File: config.mk
export PLATFORM = sky130hd
export DESIGN_NAME = kbext_top
export DESIGN_NICKNAME = d
export VERILOG_FILES = /design/src/verilog/kbext_pkg.sv /design/src/verilog/kbext_top.sv
export SDC_FILE = /design/constraint.sdc
export NUM_CORES = 1
export LEC_CHECK = 0
export BUFFER_PORTS_ARGS = -buffer_cell sky130_fd_sc_hd__buf_2
export CAP_MARGIN = 20
export CORE_ASPECT_RATIO = 1.25
export CORE_MARGIN = 5
export CORE_UTILIZATION = 38
export DETAILED_ROUTE_END_ITERATION = 10
export GPL_ROUTABILITY_DRIVEN = 0
export PLACE_DENSITY_LB_ADDON = 0.15
export SKIP_CTS_REPAIR_TIMING = 1
export SLEW_MARGIN = 15
export SYNTH_ARGS = -nofsm -noshare
export SYNTH_HDL_FRONTEND = slang
export SYNTH_SLANG_ARGS = --single-unit
File: constraint.sdc
create_clock -name clk -period 1.6 [get_ports clk]
set_clock_uncertainty 0.2 [all_clocks]
set_input_delay 0.32 -clock clk [delete_from_list [all_inputs] [get_ports clk]]
set_output_delay 0.32 -clock clk [all_outputs]
set_load 0.01 [all_outputs]
File: src/verilog/kbext_pkg.sv
// constants for the keyboard and external interrupt block
`default_nettype none
package kbext_pkg;
    // register byte addresses (printed offsets are not all multiples of four)
    localparam int unsigned        KBEXT_IDX_STATUS_CONTROL = 32'h0000001A;
    localparam int unsigned        KBEXT_IDX_PIN_ENABLE     = 32'h0000001B;
    localparam logic [7:0]         KBEXT_ADDR_STATUS_CONTROL = 8'h68;
    localparam logic [7:0]         KBEXT_ADDR_PIN_ENABLE     = 8'h6C;
    // status/control field positions
    localparam int unsigned        KBEXT_BIT_EXT_PEND  = 7;
    localparam int unsigned        KBEXT_BIT_EXT_ACK   = 6;
    localparam int unsigned        KBEXT_BIT_EXT_MASK  = 5;
    localparam int unsigned        KBEXT_BIT_EXT_SENS  = 4;
    localparam int unsigned        KBEXT_BIT_KEY_PEND  = 3;
    localparam int unsigned        KBEXT_BIT_KEY_ACK   = 2;
    localparam int unsigned        KBEXT_BIT_KEY_MASK  = 1;
    localparam int unsigned        KBEXT_BIT_KEY_SENS  = 0;
    // reset values
    localparam logic [7:0]         KBEXT_RST_STATUS_CONTROL = 8'h00;
    localparam logic [7:0]         KBEXT_RST_PIN_ENABLE     = 8'h00;
    // shared vector of both requests
    localparam logic [15:0]        KBEXT_VECTOR_HI_ADDR = 16'hFFFA;
    localparam logic [15:0]        KBEXT_VECTOR_LO_ADDR = 16'hFFFB;
    localparam int unsigned        KBEXT_NUM_KEYS = 6;
endpackage
`default_nettype wire

File: src/verilog/kbext_top.sv
// keyboard and external interrupt block with avalon-mm register slave
//
// Our own choice: the Avalon-MM slave port.
`timescale 1ns/1ps
`default_nettype none
module kbext_top
    import kbext_pkg::*;
#(
    parameter int NUM_KEYS = KBEXT_NUM_KEYS
) (
    input  wire logic                clk,
    input  wire logic                sys_rst,
    input  wire logic [7:0]          avs_address,
    input  wire logic                avs_read,
    input  wire logic                avs_write,
    input  wire logic [31:0]         avs_writedata,
    input  wire logic [3:0]          avs_byteenable,
    output logic      [31:0]         avs_readdata,
    output logic                     avs_waitrequest,
    input  wire logic [NUM_KEYS-1:0] key_pins,
    input  wire logic                external_interrupt_pin_n,
    input  wire logic                vector_fetch,
    input  wire logic                break_active,
    input  wire logic                break_clear_enable,
    input  wire logic [NUM_KEYS-1:0] port_direction_bits,
    output logic      [NUM_KEYS-1:0] key_pullup_en,
    output logic      [NUM_KEYS-1:0] key_pin_dir_out,
    output logic                     cpu_irq,
    output logic                     wake_req,
    output logic      [15:0]         irq_vector_addr
);

    // ------------------------------------------------------------
    // overview
    // ------------------------------------------------------------
    // two request latches, one per source, share one vector.
    // each latch sets on a falling edge of its synchronised pin, and in
    // edge-and-level mode also for as long as the pin stays low.
    // a clear comes from a software acknowledge or a vector fetch;
    // in edge-and-level mode it is only armed while the pin is low and
    // completes once the pin is back high.
    // a new set always wins over a clear in the same cycle, so an edge
    // that races an acknowledge is never lost.
    // the masks act only on the cpu request and the wakeup output, never on the latches or
    // the pending flags, so software can still poll with the masks set.
    // pin changes reach the latch three edges after they appear and the
    // cpu request follows combinationally; a pin pulse shorter than a
    // clock period may be missed.
    // no state here depends on the cpu clock running, so requests still
    // reach the wakeup output in wait and stop.

    // ------------------------------------------------------------
    // bus slave
    // ------------------------------------------------------------
    // one wait cycle on every access: readdata is registered.
    // edge n: request seen with waitrequest high, read data captured,
    //         ack_q armed
    // edge n+1: waitrequest low, a write takes effect here and read data
    //           stand for the master to take
    // a master that keeps its request up after edge n+1 starts a new
    // access, so it must drop read or write at that edge
    // only byte lane 0 carries register bits; the upper lanes are ignored
    logic                ack_q;
    logic [31:0]         rdata_q;
    logic                ext_sens_q;
    logic                ext_mask_q;
    logic                key_sens_q;
    logic                key_mask_q;
    logic [NUM_KEYS-1:0] key_en_q;
    logic                ext_latch_q;
    logic                key_latch_q;
    logic                req_go;
    logic                wr_go;
    logic                sc_wr;
    logic                ie_wr;
    logic [7:0]          sc_read;

    assign req_go          = (avs_read | avs_write) & ~ack_q;
    assign wr_go           = avs_write & ack_q;
    assign avs_waitrequest = (avs_read | avs_write) & ~ack_q;

    // address decode, shared by the read path and the write strobes
    logic                sel_sc;
    logic                sel_pe;
    logic                lane0_wr;
    logic [31:0]         rd_mux;

    assign sel_sc       = (avs_address == KBEXT_ADDR_STATUS_CONTROL);
    assign sel_pe       = (avs_address == KBEXT_ADDR_PIN_ENABLE);
    assign lane0_wr     = wr_go & avs_byteenable[0];
    assign sc_wr        = lane0_wr & sel_sc;
    assign ie_wr        = lane0_wr & sel_pe;
    assign avs_readdata = rdata_q;

    // acks read as zero; pending flags show latches regardless of mask
    assign sc_read = {ext_latch_q, 1'b0, ext_mask_q, ext_sens_q,
                      key_latch_q, 1'b0, key_mask_q, key_sens_q};

    always_ff @(posedge clk or posedge sys_rst) begin
        if (sys_rst) begin
            ack_q <= 1'b0;
        end else begin
            ack_q <= req_go;
        end
    end

    always_ff @(posedge clk or posedge sys_rst) begin
        if (sys_rst) begin
            rdata_q <= 32'h00000000;
        end else if (req_go & avs_read) begin
            rdata_q <= rd_mux;
        end
    end

    // unmapped addresses read zero; enables sit one bit up in the byte
    always_comb begin
        rd_mux = 32'h00000000;
        if (sel_sc) begin
            rd_mux = {24'h000000, sc_read};
        end else if (sel_pe) begin
            rd_mux = {{(32-NUM_KEYS-1){1'b0}}, key_en_q, 1'b0};
        end
    end

    // ------------------------------------------------------------
    // control registers
    // ------------------------------------------------------------
    // a status/control write stores sensitivity and masks only; the two
    // acknowledge bits are strobes and are never stored, which is why
    // they read back as zero
    always_ff @(posedge clk or posedge sys_rst) begin
        if (sys_rst) begin
            ext_sens_q <= KBEXT_RST_STATUS_CONTROL[KBEXT_BIT_EXT_SENS];
            ext_mask_q <= KBEXT_RST_STATUS_CONTROL[KBEXT_BIT_EXT_MASK];
            key_sens_q <= KBEXT_RST_STATUS_CONTROL[KBEXT_BIT_KEY_SENS];
            key_mask_q <= KBEXT_RST_STATUS_CONTROL[KBEXT_BIT_KEY_MASK];
        end else if (sc_wr) begin
            ext_sens_q <= avs_writedata[KBEXT_BIT_EXT_SENS];
            ext_mask_q <= avs_writedata[KBEXT_BIT_EXT_MASK];
            key_sens_q <= avs_writedata[KBEXT_BIT_KEY_SENS];
            key_mask_q <= avs_writedata[KBEXT_BIT_KEY_MASK];
        end
    end

    // enable bit n sits at register bit n+1; register bits 0 and 7
    // have no storage behind them
    always_ff @(posedge clk or posedge sys_rst) begin
        if (sys_rst) begin
            key_en_q <= KBEXT_RST_PIN_ENABLE[NUM_KEYS:1];
        end else if (ie_wr) begin
            key_en_q <= avs_writedata[NUM_KEYS:1];
        end
    end

    // ------------------------------------------------------------
    // pin control
    // ------------------------------------------------------------
    // enabled pins are inputs; otherwise direction follows the port.
    // the pin read path stays with the port logic, which still needs
    // its direction bit at zero to read the level
    for (genvar p = 0; p < NUM_KEYS; p++) begin : g_pin_ctl
        assign key_pullup_en[p]   = key_en_q[p];
        assign key_pin_dir_out[p] = port_direction_bits[p] & ~key_en_q[p];
    end

    // ------------------------------------------------------------
    // pin synchronisers
    // ------------------------------------------------------------
    logic [NUM_KEYS-1:0] key_meta_q;
    logic [NUM_KEYS-1:0] key_sync_q;
    logic [NUM_KEYS-1:0] key_prev_q;
    logic                ext_meta_q;
    logic                ext_sync_q;
    logic                ext_prev_q;

    // flops reset to the released level so no false edge follows reset;
    // only the second stage and the previous copy feed the edge logic
    for (genvar k = 0; k < NUM_KEYS; k++) begin : g_key_sync
        always_ff @(posedge clk or posedge sys_rst) begin
            if (sys_rst) begin
                key_meta_q[k] <= 1'b1;
                key_sync_q[k] <= 1'b1;
                key_prev_q[k] <= 1'b1;
            end else begin
                key_meta_q[k] <= key_pins[k];
                key_sync_q[k] <= key_meta_q[k];
                key_prev_q[k] <= key_sync_q[k];
            end
        end
    end

    always_ff @(posedge clk or posedge sys_rst) begin
        if (sys_rst) begin
            ext_meta_q <= 1'b1;
            ext_sync_q <= 1'b1;
            ext_prev_q <= 1'b1;
        end else begin
            ext_meta_q <= external_interrupt_pin_n;
            ext_sync_q <= ext_meta_q;
            ext_prev_q <= ext_sync_q;
        end
    end

    // ------------------------------------------------------------
    // keyboard latch
    // ------------------------------------------------------------
    logic                any_key_low;
    logic                all_were_high;
    logic                key_fall;
    logic                key_set;
    logic                ack_allowed;
    logic                key_ack;
    logic                key_ack_sw;
    logic                ext_ack_sw;
    logic                key_pend_clr_q;
    logic                ext_fall;
    logic                ext_set;
    logic                ext_ack;
    logic                ext_pend_clr_q;

    // disabled pins count as high in both tests
    logic [NUM_KEYS-1:0] key_low_now;
    logic [NUM_KEYS-1:0] key_high_before;

    // per pin: a disabled pin reads as released now and before
    for (genvar j = 0; j < NUM_KEYS; j++) begin : g_key_gate
        assign key_low_now[j]     = ~key_sync_q[j] & key_en_q[j];
        assign key_high_before[j] = key_prev_q[j] | ~key_en_q[j];
    end

    assign any_key_low   = |key_low_now;
    assign all_were_high = &key_high_before;
    assign key_fall      = any_key_low & all_were_high;
    assign key_set       = key_fall | (key_sens_q & any_key_low);
    // acks are ignored in break unless clearing is allowed
    assign ack_allowed   = ~break_active | break_clear_enable;
    assign key_ack_sw    = sc_wr & avs_writedata[KBEXT_BIT_KEY_ACK];
    assign ext_ack_sw    = sc_wr & avs_writedata[KBEXT_BIT_EXT_ACK];
    // the shared vector acknowledges both sources at once; a latch
    // cleared during break stays cleared once break ends
    assign key_ack       = ack_allowed & (key_ack_sw | vector_fetch);

    // ack arms a pending clear that completes once pins are high (edge-level).
    // the arm survives while a pin is held low, so the two halves of the
    // clear may come in either order; a fresh falling edge after the ack
    // disarms it, so that new request waits for an ack of its own
    always_ff @(posedge clk or posedge sys_rst) begin
        if (sys_rst) begin
            key_pend_clr_q <= 1'b0;
        end else if (~key_sens_q) begin
            key_pend_clr_q <= 1'b0;
        end else if (key_ack) begin
            key_pend_clr_q <= 1'b1;
        end else if (key_fall | ~key_latch_q) begin
            key_pend_clr_q <= 1'b0;
        end
    end

    // set wins over clear so a new edge is never lost
    always_ff @(posedge clk or posedge sys_rst) begin
        if (sys_rst) begin
            key_latch_q <= 1'b0;
        end else if (key_set) begin
            key_latch_q <= 1'b1;
        end else if (~key_sens_q & key_ack) begin
            key_latch_q <= 1'b0;
        end else if (key_sens_q & (key_ack | key_pend_clr_q)) begin
            key_latch_q <= 1'b0;
        end
    end

    // ------------------------------------------------------------
    // external latch
    // ------------------------------------------------------------
    assign ext_fall = ~ext_sync_q & ext_prev_q;
    assign ext_set  = ext_fall | (ext_sens_q & ~ext_sync_q);
    assign ext_ack  = ack_allowed & (ext_ack_sw | vector_fetch);

    // same arm-then-complete clear as the keyboard side, for one pin

    always_ff @(posedge clk or posedge sys_rst) begin
        if (sys_rst) begin
            ext_pend_clr_q <= 1'b0;
        end else if (~ext_sens_q) begin
            ext_pend_clr_q <= 1'b0;
        end else if (ext_ack) begin
            ext_pend_clr_q <= 1'b1;
        end else if (ext_fall | ~ext_latch_q) begin
            ext_pend_clr_q <= 1'b0;
        end
    end

    always_ff @(posedge clk or posedge sys_rst) begin
        if (sys_rst) begin
            ext_latch_q <= 1'b0;
        end else if (ext_set) begin
            ext_latch_q <= 1'b1;
        end else if (ext_ack | ext_pend_clr_q) begin
            ext_latch_q <= 1'b0;
        end
    end

    // ------------------------------------------------------------
    // cpu request, wakeup and vector
    // ------------------------------------------------------------
    logic key_irq;
    logic ext_irq;
    logic irq_d;

    // a masked source keeps its latch and flag, it only stops requesting
    assign key_irq = key_latch_q & ~key_mask_q;
    assign ext_irq = ext_latch_q & ~ext_mask_q;
    assign irq_d   = key_irq | ext_irq;

    // purely combinational from latches: works with cpu clocks gated in wait/stop.
    // the wakeup output is the same masked request; the core decides
    // whether it leaves wait or stop, this block only keeps asking
    assign cpu_irq         = irq_d;
    assign wake_req        = irq_d;
    assign irq_vector_addr = KBEXT_VECTOR_HI_ADDR;

endmodule
`default_nettype wire

==> results of run 1 <==
[stage by stage]
stage | std cells | hold WS, ns | power, mW
floorplan | 210 | 0.124 | 1.41
global placement | 296 | 0.146 | 1.43
detailed placement | 296 | 0.147 | 1.43
CTS | 304 | -0.129 | 2.18
global route | 317 | 0.0559 | 2.31
finish | 317 | 0.0588 | 2.20
[cells in the final DEF (no fill, tap or decap), types with 8 or more instances in the layout]
master | synthesis | routed
buf_2 | 0 | 56
conb_1 | 2 | 40
dfrtp_1 | 23 | 22
dfstp_2 | 21 | 21
buf_4 | 41 | 13
nand2_1 | 11 | 11
inv_1 | 11 | 9
nand2b_1 | 8 | 8
dlygate4sd3_1 | 0 | 8
[power by group through the flow]
stage	registers (mW)	clock network, mW	logic [mW]
2_1_floorplan	1.21	0	0.197
3_3_place_gp	1.21	0	0.218
3_5_place_dp	1.21	0	0.220
4_1_cts	1.19	0.768	0.221
5_1_grt	1.20	0.812	0.293
6_report	1.19	0.737	0.263
[worst paths after layout]
| path | startpoint | to | slack, ns | cells past startpoint |
|---|---|---|---|---|
| min reg2reg | key_meta_q[0] | key_sync_q[0] | 0.16 | 0 |
| min in group asynchronous | sys_rst | ext_pend_clr_q | 0.42 | 4 |
| min | avs_writedata[0] | key_sens_q | 0.06 | 2 |
| max | avs_address[4] | key_pullup_en[0] | -0.31 | 5 |
| max in group asynchronous | sys_rst | key_prev_q[2] | 0.52 | 4 |
| max reg2reg | ack_q | key_pullup_en[0] | -0.15 | 4 |
[logic make-up after synthesis]
family	Yosys count
other	2
AND/OR/NAND/NOR	40
flip-flops	44
multiplexers	9
AO/OA/AOI/OAI	23
buffers and inverters	54
[layout make-up]
type,count,area (um2)
clock inverter,2,13.8
timing repair buffer,80,500
multi-input combinational,112,709
tap,62,77.6
inverter,11,41.3
sequential,44,1130
clock buffer,6,82.6
fill,468,2560
[per-layer routing]
layer / GRT usage, % / share of wire, %
met5: 0 / 0
met3: 3.54 / 10
met1: 13.2 / 39
met2: 19.8 / 50
met4: 4.37 / 1.2
[flip-flops by register name, summed over array words and instances, names as in the netlist]
register and count:
key_mask_q 1, key_latch_q 1, key_pullup_en 6, key_pend_clr_q 1, ext_prev_q 1, key_prev_q 6
ext_sens_q 1, ext_latch_q 1, ack_q 1, ext_pend_clr_q 1, avs_readdata 8, key_sens_q 1
ext_meta_q 1, ext_mask_q 1, ext_sync_q 1, key_meta_q 6, key_sync_q 6
==> impl_results.html, run 1 <==
<table>
<tr><th>Metric</th><th>Value</th></tr>
<tr><th colspan="2">Power and ir drop</th></tr>
<tr><td>Maximum resistive drop on vdd</td><td>roughly 0.48 mV</td></tr>
<tr><td>Share of total power consumed by net switching</td><td>between 20% and 30%</td></tr>
<tr><td>Power dissipated by switching net loads</td><td>between 500 and 600 uW</td></tr>
<tr><td>Static power due to leakage</td><td>~1.3 nW</td></tr>
<tr><td>Clock power share</td><td>between 30% and 40%</td></tr>
<tr><td>Relative contribution of sequential cells to total power</td><td>a little over half</td></tr>
<tr><td>Cell internal pwr</td><td>about 1.6 mW</td></tr>
<tr><td>PD cells</td><td>approximately 860 mW/mm2</td></tr>
<tr><td>Combinational cell fraction of total power</td><td>12.0%</td></tr>
<tr><th colspan="2">Synth</th></tr>
<tr><td>Cell area after synthesis</td><td>roughly 0.0020 mm2</td></tr>
<tr><td>Top cell type's share of synthesized area</td><td>between 20 and 30%</td></tr>
<tr><td>Area fraction in compound gates after synthesis</td><td>between 8 and 9%</td></tr>
<tr><td>Synthesized flop and latch total</td><td>44</td></tr>
<tr><td>Portion of the post-synthesis area used by sequential elements</td><td>a little under three fifths</td></tr>
<tr><td>Combinational family with the most area after synthesis</td><td>buffers and inverters</td></tr>
<tr><td>Cells after synthesis</td><td>172</td></tr>
<tr><td>Proportion of register bits with asynchronous set or reset after synthesis</td><td>100%</td></tr>
<tr><td>Share of cell area taken by muxes after synthesis</td><td>a little over 6%</td></tr>
<tr><td>Synthesis warning total</td><td>0</td></tr>
<tr><td>Count of distinct cell types in the synthesized netlist</td><td>33</td></tr>
<tr><td>Most common cell in the netlist</td><td>buf_4</td></tr>
<tr><td>Cell type with the largest total area after synthesis</td><td>dfrtp_1</td></tr>
<tr><td>Area fraction in and, or, nand and nor cells after synthesis</td><td>about 11%</td></tr>
<tr><td>Top cell types by occurrence after synthesis</td><td>41 x buf_4, 23 x dfrtp_1, 21 x dfstp_2</td></tr>
<tr><td>Largest cells by area after synthesis</td><td>dfrtp_1 28%, dfstp_2 27%, buf_4 15%</td></tr>
<tr><td>Main synth FF type</td><td>dfrtp_1</td></tr>
<tr><td>Area share of xor/xnor cells in the synthesized design</td><td>0%</td></tr>
<tr><td>Syn_area_per_cell</td><td>around 12 um2</td></tr>
<tr><td>Adder-cell share of the synthesized area</td><td>0%</td></tr>
<tr><td>Number of flops mapped to enable cells by yosys</td><td>0</td></tr>
<tr><th colspan="2">Placement</th></tr>
<tr><td>Port bufs</td><td>58</td></tr>
<tr><td>Detail Placement HPWL</td><td>between 3000 and 4000 um</td></tr>
<tr><td>Worst setup timing slack at the placement stage</td><td>-0.742 ns</td></tr>
<tr><td>Post-placement cell area</td><td>between 0.002 and 0.0025 mm2</td></tr>
<tr><th colspan="2">Setup path</th></tr>
<tr><td>Startpoint type of the worst setup path</td><td>input pin</td></tr>
<tr><td>Required time at the endpoint of the critical path</td><td>~1.6 ns</td></tr>
<tr><td>CP cell instances</td><td>buf_6 -&gt; or4b_4 -&gt; or3_4 -&gt; or2_4 -&gt; mux2_4</td></tr>
<tr><td>Worst setup path class</td><td>input pin to flop</td></tr>
<tr><td>Slowest cell on the critical path</td><td>or4b_4</td></tr>
<tr><td>Top Family by Delay on Critical Path</td><td>simple AND/OR/NAND/NOR gates</td></tr>
<tr><td>Sum of buffers and inverters on the critical path</td><td>1</td></tr>
<tr><td>Endpoint type of the worst setup path</td><td>flop</td></tr>
<tr><td>Worst path max stage delay</td><td>between 0.5 and 0.6 ns</td></tr>
<tr><td>Highest net fanout along the worst path</td><td>6</td></tr>
<tr><td>Critical Path AT</td><td>~1.9 ns</td></tr>
<tr><th colspan="2">Detailed routing</th></tr>
<tr><td>Drt initial violations</td><td>59</td></tr>
<tr><td>Post-detailed-routing wire length</td><td>~4000 um</td></tr>
<tr><td>DR WL/cell</td><td>12.9 um</td></tr>
<tr><td>DRC Markers</td><td>0</td></tr>
<tr><td>Routed via count divided by cell count</td><td>between 4 and 5</td></tr>
<tr><td>Post-route antenna net violation count</td><td>0</td></tr>
<tr><td>Overall via count from detail_route</td><td>around 1.3k</td></tr>
<tr><td>First-pass iteration count of the detailed router</td><td>5</td></tr>
<tr><th colspan="2">Clock tree</th></tr>
<tr><td>Cell at the root of the clock tree</td><td>clkbuf_8</td></tr>
<tr><td>Clock Tree Buf Depth</td><td>2</td></tr>
<tr><td>Number of H-tree levels</td><td>2</td></tr>
<tr><td>TritonCTS clock tree</td><td>built</td></tr>
<tr><td>Clock input transition at the sequential cells of the worst setup and hold paths</td><td>~0.09 ns</td></tr>
<tr><td>CTS sink count</td><td>44</td></tr>
<tr><td>Number of buffers added by the clock tree synthesis step</td><td>5</td></tr>
<tr><td>Worst-skew pair later-pin latency</td><td>about 0.3 ns</td></tr>
<tr><th colspan="2">GRT</th></tr>
<tr><td>Number of antenna violations at the first check in global routing</td><td>0</td></tr>
<tr><td>Global Route Usage Sum</td><td>between 10% and 20%</td></tr>
<tr><td>Largest net degree at the start of global routing</td><td>45</td></tr>
<tr><td>Congestion Overflow GR</td><td>0</td></tr>
<tr><td>Vias in the first global route</td><td>approximately 1.3k</td></tr>
<tr><td>Global-route wire length before repair</td><td>around 6000 um</td></tr>
<tr><th colspan="2">Timing</th></tr>
<tr><td>Setup repair after global routing missed its margin</td><td>yes</td></tr>
<tr><td>Maximum clock frequency</td><td>roughly 520 MHz</td></tr>
<tr><td>Setup violators final</td><td>20</td></tr>
<tr><td>Fin. max-slew vios</td><td>0</td></tr>
<tr><td>Post-layout min period</td><td>between 1.5 and 2 ns</td></tr>
<tr><td>Final worst-path cycle share</td><td>119%</td></tr>
<tr><td>Post-layout worst setup margin</td><td>-0.311 ns</td></tr>
<tr><td>Number of hold violations in the final report</td><td>0</td></tr>
<tr><td>Final TNS setup</td><td>-3.98 ns</td></tr>
<tr><th colspan="2">Hold path</th></tr>
<tr><td>Hold Path Class</td><td>input pin to flop</td></tr>
<tr><th colspan="2">Finish</th></tr>
<tr><td>Area growth from synthesis to layout</td><td>26.4%</td></tr>
<tr><td>Layout Cell Area excl Fill</td><td>~0.0026 mm2</td></tr>
<tr><td>Proportion of layout cells with a drive suffix above 1</td><td>roughly 47%</td></tr>
<tr><td># diodes</td><td>0</td></tr>
<tr><td>Number of nets in the finished design</td><td>about 320</td></tr>
<tr><td>Final core utilization</td><td>between 40% and 50%</td></tr>
<tr><th colspan="2">Floorplan</th></tr>
<tr><td>Floorplan die area</td><td>between 0.006 and 0.007 mm2</td></tr>
<tr><td>Row cnt</td><td>29</td></tr>
<tr><td>Num ports</td><td>about 130</td></tr>
<tr><td>Die outline height</td><td>~90 um</td></tr>
<tr><td>Initial standard-cell utilization of the core</td><td>39.5%</td></tr>
<tr><td>Chip width</td><td>75.2 um</td></tr>
<tr><td>Core region area</td><td>0.00512 mm2</td></tr>
<tr><th colspan="2">Job</th></tr>
<tr><td>Max-cap check violation count</td><td>0</td></tr>
<tr><th colspan="2">Run status</th></tr>
<tr><td>Status</td><td>complete, but fails checks</td></tr>
<tr><td>Failing checks</td><td>negative setup slack</td></tr>
</table>
No activity file was read; power rests on OpenSTA's default activity.
==> inputs of run 2 (changes only) <==
Settings changed: PLACE_DENSITY from default to 0.77, PLACE_DENSITY_LB_ADDON 0.15 to default.
==> run 2 against run 1 <==
Against the previous run:
- the run still ends with negative setup slack left
- sequential power about the same
- largest cell class unchanged
- routed wire length increased by 7.9%
- total power increased by 4.1%
- via count increased by 4.2%
- clock power increased by 10%
- non-clock buffer count unchanged
- die area unchanged
- clock-buffer cell count increased by 1
- final cell count unchanged
- critical path depth unchanged
==> impl_results.html, run 2 (synthesis results as in run 1) <==
<table>
<tr><th>Metric</th><th>Value</th></tr>
<tr><th colspan="2">Setup path</th></tr>
<tr><td>Required time at the endpoint of the critical path</td><td>roughly 1.6 ns</td></tr>
<tr><td>Crit Reg-Reg Startpoint</td><td>ack_q</td></tr>
<tr><td>Worst setup path class</td><td>input pin to flop</td></tr>
<tr><td>Endpoint type of the worst setup path</td><td>flop</td></tr>
<tr><td>Highest net fanout along the worst path</td><td>6</td></tr>
<tr><td>Critical Path AT</td><td>~1.9 ns</td></tr>
<tr><td>Startpoint type of the worst setup path</td><td>input pin</td></tr>
<tr><td>Critical Path Start</td><td>avs_address[4]</td></tr>
<tr><th colspan="2">Detailed routing</th></tr>
<tr><td>Drt initial violations</td><td>approximately 90</td></tr>
<tr><td>DR WL/cell</td><td>13.9 um</td></tr>
<tr><td>Overall via count from detail_route</td><td>around 1.4k</td></tr>
<tr><td>Post-route antenna net violation count</td><td>0</td></tr>
<tr><td>First-pass iteration count of the detailed router</td><td>4</td></tr>
<tr><td>DRC Markers</td><td>0</td></tr>
<tr><td>Routed via count divided by cell count</td><td>approximately 4.4</td></tr>
<tr><td>Post-detailed-routing wire length</td><td>4400 um</td></tr>
<tr><th colspan="2">GRT</th></tr>
<tr><td>Vias in the first global route</td><td>1357</td></tr>
<tr><td>Global-route wire length before repair</td><td>6220 um</td></tr>
<tr><td>Congestion Overflow GR</td><td>0</td></tr>
<tr><td>Number of antenna violations at the first check in global routing</td><td>1</td></tr>
<tr><td>Global Route Usage Sum</td><td>11.8%</td></tr>
<tr><td>Largest net degree at the start of global routing</td><td>45</td></tr>
<tr><th colspan="2">Clock tree</th></tr>
<tr><td>Worst-skew pair later-pin latency</td><td>approximately 0.29 ns</td></tr>
<tr><td>Clock Tree Buf Depth</td><td>2</td></tr>
<tr><td>CTS sink count</td><td>44</td></tr>
<tr><td>Clock input transition at the sequential cells of the worst setup and hold paths</td><td>0.08 ns</td></tr>
<tr><td>Number of buffers added by the clock tree synthesis step</td><td>5</td></tr>
<tr><td>Cell at the root of the clock tree</td><td>clkbuf_8</td></tr>
<tr><td>Number of H-tree levels</td><td>2</td></tr>
<tr><td>TritonCTS clock tree</td><td>built</td></tr>
<tr><th colspan="2">Finish</th></tr>
<tr><td>Area growth from synthesis to layout</td><td>31.7%</td></tr>
<tr><td>Most frequent cells in the layout</td><td>56 x buf_2, 40 x conb_1, 23 x dfrtp_1</td></tr>
<tr><td>Number of flip-flops under the largest register name</td><td>8</td></tr>
<tr><td>Proportion of layout cells with a drive suffix above 1</td><td>about half</td></tr>
<tr><td>Number of nets in the finished design</td><td>318</td></tr>
<tr><td># diodes</td><td>0</td></tr>
<tr><td>Most common cell after layout, fill and taps aside</td><td>buf_2</td></tr>
<tr><th colspan="2">Timing</th></tr>
<tr><td>Final worst-path cycle share</td><td>120%</td></tr>
<tr><td>Post-layout worst setup margin</td><td>-0.313 ns</td></tr>
<tr><td>Post-layout min period</td><td>roughly 1.9 ns</td></tr>
<tr><td>Number of hold violations in the final report</td><td>0</td></tr>
<tr><td>Fin. max-slew vios</td><td>0</td></tr>
<tr><td>Maximum clock frequency</td><td>around 520 MHz</td></tr>
<tr><td>Setup repair after global routing missed its margin</td><td>yes</td></tr>
<tr><td>Setup violators final</td><td>20</td></tr>
<tr><th colspan="2">Floorplan</th></tr>
<tr><td>Row cnt</td><td>29</td></tr>
<tr><td>Num ports</td><td>about 130</td></tr>
<tr><td>Chip width</td><td>roughly 75 um</td></tr>
<tr><td>Die outline height</td><td>a little over 90 um</td></tr>
<tr><td>Initial standard-cell utilization of the core</td><td>roughly two fifths</td></tr>
<tr><td>Floorplan die area</td><td>around 0.0069 mm2</td></tr>
<tr><td>Core region area</td><td>0.00512 mm2</td></tr>
<tr><th colspan="2">Placement</th></tr>
<tr><td>Detail Placement HPWL</td><td>about 3200 um</td></tr>
<tr><td>Worst setup timing slack at the placement stage</td><td>-0.698 ns</td></tr>
<tr><td>Port bufs</td><td>58</td></tr>
<tr><th colspan="2">Run status</th></tr>
<tr><td>Failing checks</td><td>negative setup slack</td></tr>
<tr><td>Status</td><td>complete, but fails checks</td></tr>
<tr><th colspan="2">Power and ir drop</th></tr>
<tr><td>Static power due to leakage</td><td>~1.4 nW</td></tr>
<tr><td>Maximum resistive drop on vdd</td><td>0.650 mV</td></tr>
<tr><td>PD cells</td><td>between 800 and 900 mW/mm2</td></tr>
<tr><td>Overall Power</td><td>approximately 2.3 mW</td></tr>
<tr><th colspan="2">Hold path</th></tr>
<tr><td>Start point of the worst min-delay path</td><td>avs_writedata[0]</td></tr>
<tr><td>Hold Path Class</td><td>input pin to flop</td></tr>
<tr><th colspan="2">Job</th></tr>
<tr><td>Max-cap check violation count</td><td>0</td></tr>
</table>
## run 2: cell types whose count changed in the layout (fill, tap and decap cells not counted), moves of 3 or more
cell / previous run / this run
buf_4: 13 / 10
buf_6: 2 / 5
mux2_2: 3 / 0
mux2_4: 6 / 9
## run 2: where the power goes
| group | switching [mW] | total (mW) | internal, mW |
|---|---|---|---|
| Clock | 0.365 | 0.812 | 0.447 |
| Combinational | 0.154 | 0.274 | 0.120 |
| Sequential | 0.0247 | 1.20 | 1.17 |
## run 2: area by class of cell
type                    count  area, um2
clock inverters             1       8.76
clock buffers               7        108
fillers                   443       2450
well taps                  62       77.6
flip-flops and latches     44       1130
inverters                  11       41.3
repair buffers             80        512
multi-input cells         112        787
## run 2: metal layers
layer  vias to the layer above  track usage [%]  share of wire (%)
met5                         -                0               0.25
met4                         2             4.08                2.6
met3                        14             5.75                 12
met2                        78             19.5                 52
met1                       641             13.0                 34
li1                        658                -                  -
## run 2: worst paths after layout
path / cells past startpoint / endpoint / slack, ns
max in group asynchronous: 4 / ext_prev_q / 0.52
worst max-delay path: 5 / key_pullup_en[2] / -0.31
worst min register to register: 0 / key_sync_q[1] / 0.15
worst max register to register: 4 / key_pullup_en[2] / -0.24
worst min-delay path: 2 / key_sens_q / 0.08
min in group asynchronous: 4 / avs_readdata[2] / 0.42
## run 2: metrics by stage
stage               cell area (um2)  util [%]  TNS (ns)  cells  hold slack, ns
finish                         2660      52.0     -3.86    317          0.0763
global route                   2660      52.0     -4.28    317          0.0551
CTS                            2410      47.2     -4.36    305          -0.127
detailed placement             2300      44.9    -10.98    297           0.149
global placement               2300      44.9    -10.65    297           0.146
floorplan                      2160         -     -8.84    210           0.124
## run 2: worst max-delay path: stages
cell    delay [ns]
buf_6         0.09
or4b_4        0.54
or3_4         0.35
or2_4         0.29
mux2_4        0.30
==> inputs of run 3 (changes only) <==
--- a/config.mk
+++ b/config.mk
@@ -9,8 +9,6 @@
 export CAP_MARGIN = 20
 export CORE_ASPECT_RATIO = 1.25
-export CORE_MARGIN = 5
 export CORE_UTILIZATION = 38
 export DETAILED_ROUTE_END_ITERATION = 10
-export GPL_ROUTABILITY_DRIVEN = 0
 export PLACE_DENSITY = 0.77
 export SKIP_CTS_REPAIR_TIMING = 1
==> constraint.sdc (replaced) <==
create_clock -name clk -period 1.6 [get_ports clk]
set_clock_uncertainty 0.2 [all_clocks]
set_input_delay 0.32 -clock clk [delete_from_list [all_inputs] [get_ports clk]]
set_output_delay 0.32 -clock clk [all_outputs]
set_load 0.05 [all_outputs]
==> run 3 against run 2 <==
Against the previous run:
- the run still ends with negative setup slack left
- fmax grew 0.36%
- non-clock buffer count grew 5
- global-route usage grew 1.5 points
- clock-buffer cell count shrank 1
- register-to-register slack is essentially flat
- final area grew 2.0%
- setup slack gained 0.0069 ns
- die area shrank 18%
- sequential share of layout area shrank 0.73 points
- flip-flop and latch count is the same
- total power grew 8.7%
==> impl_results.html, run 3 (synthesis results as in run 1) <==
<table>
<tr><th>Metric</th><th>Value</th></tr>
<tr><th colspan="2">Run status</th></tr>
<tr><td>Status</td><td>complete, but fails checks</td></tr>
<tr><td>Failing checks</td><td>negative setup slack</td></tr>
<tr><th colspan="2">Setup path</th></tr>
<tr><td>Worst setup path class</td><td>input pin to flop</td></tr>
<tr><td>Crit Reg-Reg Startpoint</td><td>ack_q</td></tr>
<tr><td>Critical Path Start</td><td>avs_address[4]</td></tr>
<tr><td>Highest net fanout along the worst path</td><td>6</td></tr>
<tr><td>Startpoint type of the worst setup path</td><td>input pin</td></tr>
<tr><td>Critical Path AT</td><td>about 1.9 ns</td></tr>
<tr><td>Required time at the endpoint of the critical path</td><td>around 1.6 ns</td></tr>
<tr><td>Endpoint type of the worst setup path</td><td>flop</td></tr>
<tr><th colspan="2">Hold path</th></tr>
<tr><td>Start point of the worst min-delay path</td><td>avs_writedata[4]</td></tr>
<tr><td>Hold Path Class</td><td>input pin to flop</td></tr>
<tr><th colspan="2">Detailed routing</th></tr>
<tr><td>Post-detailed-routing wire length</td><td>~3800 um</td></tr>
<tr><td>Drt initial violations</td><td>80</td></tr>
<tr><td>Overall via count from detail_route</td><td>1414</td></tr>
<tr><td>Routed via count divided by cell count</td><td>between 4 and 5</td></tr>
<tr><td>DR WL/cell</td><td>11.7 um</td></tr>
<tr><td>First-pass iteration count of the detailed router</td><td>4</td></tr>
<tr><td>DRC Markers</td><td>0</td></tr>
<tr><td>Post-route antenna net violation count</td><td>0</td></tr>
<tr><th colspan="2">Timing</th></tr>
<tr><td>Post-layout worst setup margin</td><td>-0.306 ns</td></tr>
<tr><td>Number of hold violations in the final report</td><td>0</td></tr>
<tr><td>Final worst-path cycle share</td><td>119%</td></tr>
<tr><td>Setup violators final</td><td>30</td></tr>
<tr><td>Minimum hold slack</td><td>about 0.056 ns</td></tr>
<tr><td>Fin. max-slew vios</td><td>0</td></tr>
<tr><td>Post-layout min period</td><td>about 1.9 ns</td></tr>
<tr><td>Setup repair after global routing missed its margin</td><td>yes</td></tr>
<tr><td>Maximum clock frequency</td><td>between 500 and 600 MHz</td></tr>
<tr><th colspan="2">Finish</th></tr>
<tr><td>Area growth from synthesis to layout</td><td>34.3%</td></tr>
<tr><td>Number of fillers in the final layout</td><td>~450</td></tr>
<tr><td>Most common cell after layout, fill and taps aside</td><td>buf_2</td></tr>
<tr><td>Area used by sequential logic in the layout</td><td>roughly 0.0011 mm2</td></tr>
<tr><td>Most frequent cells in the layout</td><td>45 x buf_2, 40 x conb_1, 21 x dfrtp_1, 21 x dfstp_2, 19 x buf_4</td></tr>
<tr><td>Number of nets in the finished design</td><td>roughly 320</td></tr>
<tr><td>Layout Cell Area excl Fill</td><td>0.00271 mm2</td></tr>
<tr><td>Number of flip-flops under the largest register name</td><td>8</td></tr>
<tr><td># diodes</td><td>0</td></tr>
<tr><td>Proportion of layout cells with a drive suffix above 1</td><td>51.2%</td></tr>
<tr><td>Area of the multi-input gates</td><td>roughly 770 um2</td></tr>
<tr><th colspan="2">Clock tree</th></tr>
<tr><td>Cell at the root of the clock tree</td><td>clkbuf_8</td></tr>
<tr><td>Worst-skew pair later-pin latency</td><td>0.29 ns</td></tr>
<tr><td>Number of H-tree levels</td><td>2</td></tr>
<tr><td>TritonCTS clock tree</td><td>built</td></tr>
<tr><td>CTS sink count</td><td>44</td></tr>
<tr><td>Clock Tree Buf Depth</td><td>2</td></tr>
<tr><td>Number of buffers added by the clock tree synthesis step</td><td>5</td></tr>
<tr><td>Clock input transition at the sequential cells of the worst setup and hold paths</td><td>0.08 ns</td></tr>
<tr><th colspan="2">Floorplan</th></tr>
<tr><td>Core region area</td><td>0.00508 mm2</td></tr>
<tr><td>Chip width</td><td>67.2 um</td></tr>
<tr><td>Row cnt</td><td>29</td></tr>
<tr><td>Floorplan die area</td><td>~0.0056 mm2</td></tr>
<tr><td>Num ports</td><td>roughly 130</td></tr>
<tr><td>Die outline height</td><td>83.5 um</td></tr>
<tr><td>Initial standard-cell utilization of the core</td><td>roughly 40%</td></tr>
<tr><th colspan="2">Placement</th></tr>
<tr><td>GP Congestion</td><td>0.776</td></tr>
<tr><td>Detail Placement HPWL</td><td>approximately 2800 um</td></tr>
<tr><td>Post-placement cell area</td><td>about 0.0024 mm2</td></tr>
<tr><td>Port bufs</td><td>just under 60</td></tr>
<tr><th colspan="2">Power and ir drop</th></tr>
<tr><td>Static power due to leakage</td><td>approximately 1.4 nW</td></tr>
<tr><td>Overall Power</td><td>~2.5 mW</td></tr>
<tr><td>PD cells</td><td>roughly 920 mW/mm2</td></tr>
<tr><td>Maximum resistive drop on vdd</td><td>~0.62 mV</td></tr>
<tr><th colspan="2">GRT</th></tr>
<tr><td>Global Route Usage Sum</td><td>a little over an eighth</td></tr>
<tr><td>Global-route wire length before repair</td><td>5650 um</td></tr>
<tr><td>Congestion Overflow GR</td><td>0</td></tr>
<tr><td>Number of antenna violations at the first check in global routing</td><td>0</td></tr>
<tr><td>Largest net degree at the start of global routing</td><td>45</td></tr>
<tr><td>Vias in the first global route</td><td>1263</td></tr>
<tr><th colspan="2">Job</th></tr>
<tr><td>Max-cap check violation count</td><td>0</td></tr>
</table>
run 3: cell types whose count changed in the layout (fill, tap and decap cells not counted), sizes merged:
cell / before / now
buf: 72 / 71
clkbuf: 7 / 12
clkinv: 1 / 2
run 3: layout make-up:
| class | count | area share (%) |
|---|---|---|
| multi-input cells | 112 | 28.5 |
| inverters | 11 | 1.52 |
| repair buffers | 85 | 21.4 |
| flip-flops and latches | 44 | 41.6 |
| well taps | 62 | 2.86 |
| clock buffers | 6 | 3.46 |
| clock inverters | 2 | 0.645 |
run 3: metrics by stage:
stage               setup WS (ns)  utilization, %  setup TNS [ns]  std cells
floorplan                  -0.539               -           -8.84        210
global placement           -0.677            46.8          -10.56        300
detailed placement         -0.708            46.8          -11.30        300
CTS                        -0.398            49.0           -5.78        308
global route               -0.330            53.4           -5.79        322
finish                     -0.306            53.4           -4.38        322
run 3: path summary, 6_finish.rpt:
check                           depth (start not counted)          endpoint  slack (ns)
worst max-delay path                                    5  key_pullup_en[2]       -0.31
worst min-delay path                                    3        ext_sens_q        0.06
worst max register to register                          4  key_pullup_en[2]       -0.23
worst min register to register                          0        ext_sync_q        0.16
max in group asynchronous                               4     key_sync_q[1]        0.51
min in group asynchronous                               4       key_latch_q        0.44
run 3: where the power goes:
group | internal, mW | switching (mW)
logic | 0.141 | 0.368
registers | 1.17 | 0.0239
clock network | 0.407 | 0.371
total | 1.72 | 0.762
run 3: critical path, stage by stage:
cell and delay [ns]:
buf_6 0.09, or4b_4 0.52, or3_4 0.35, or2_4 0.29, mux2_4 0.31
run 3: routing by layer:
layer  vias up  wire length (um)  track usage (%)
met4         0                29             2.32
met2        68              2150             23.8
met3         5               258             4.78
met5         -                 0                0
met1       662              1340             14.9
li1        679                 -                -
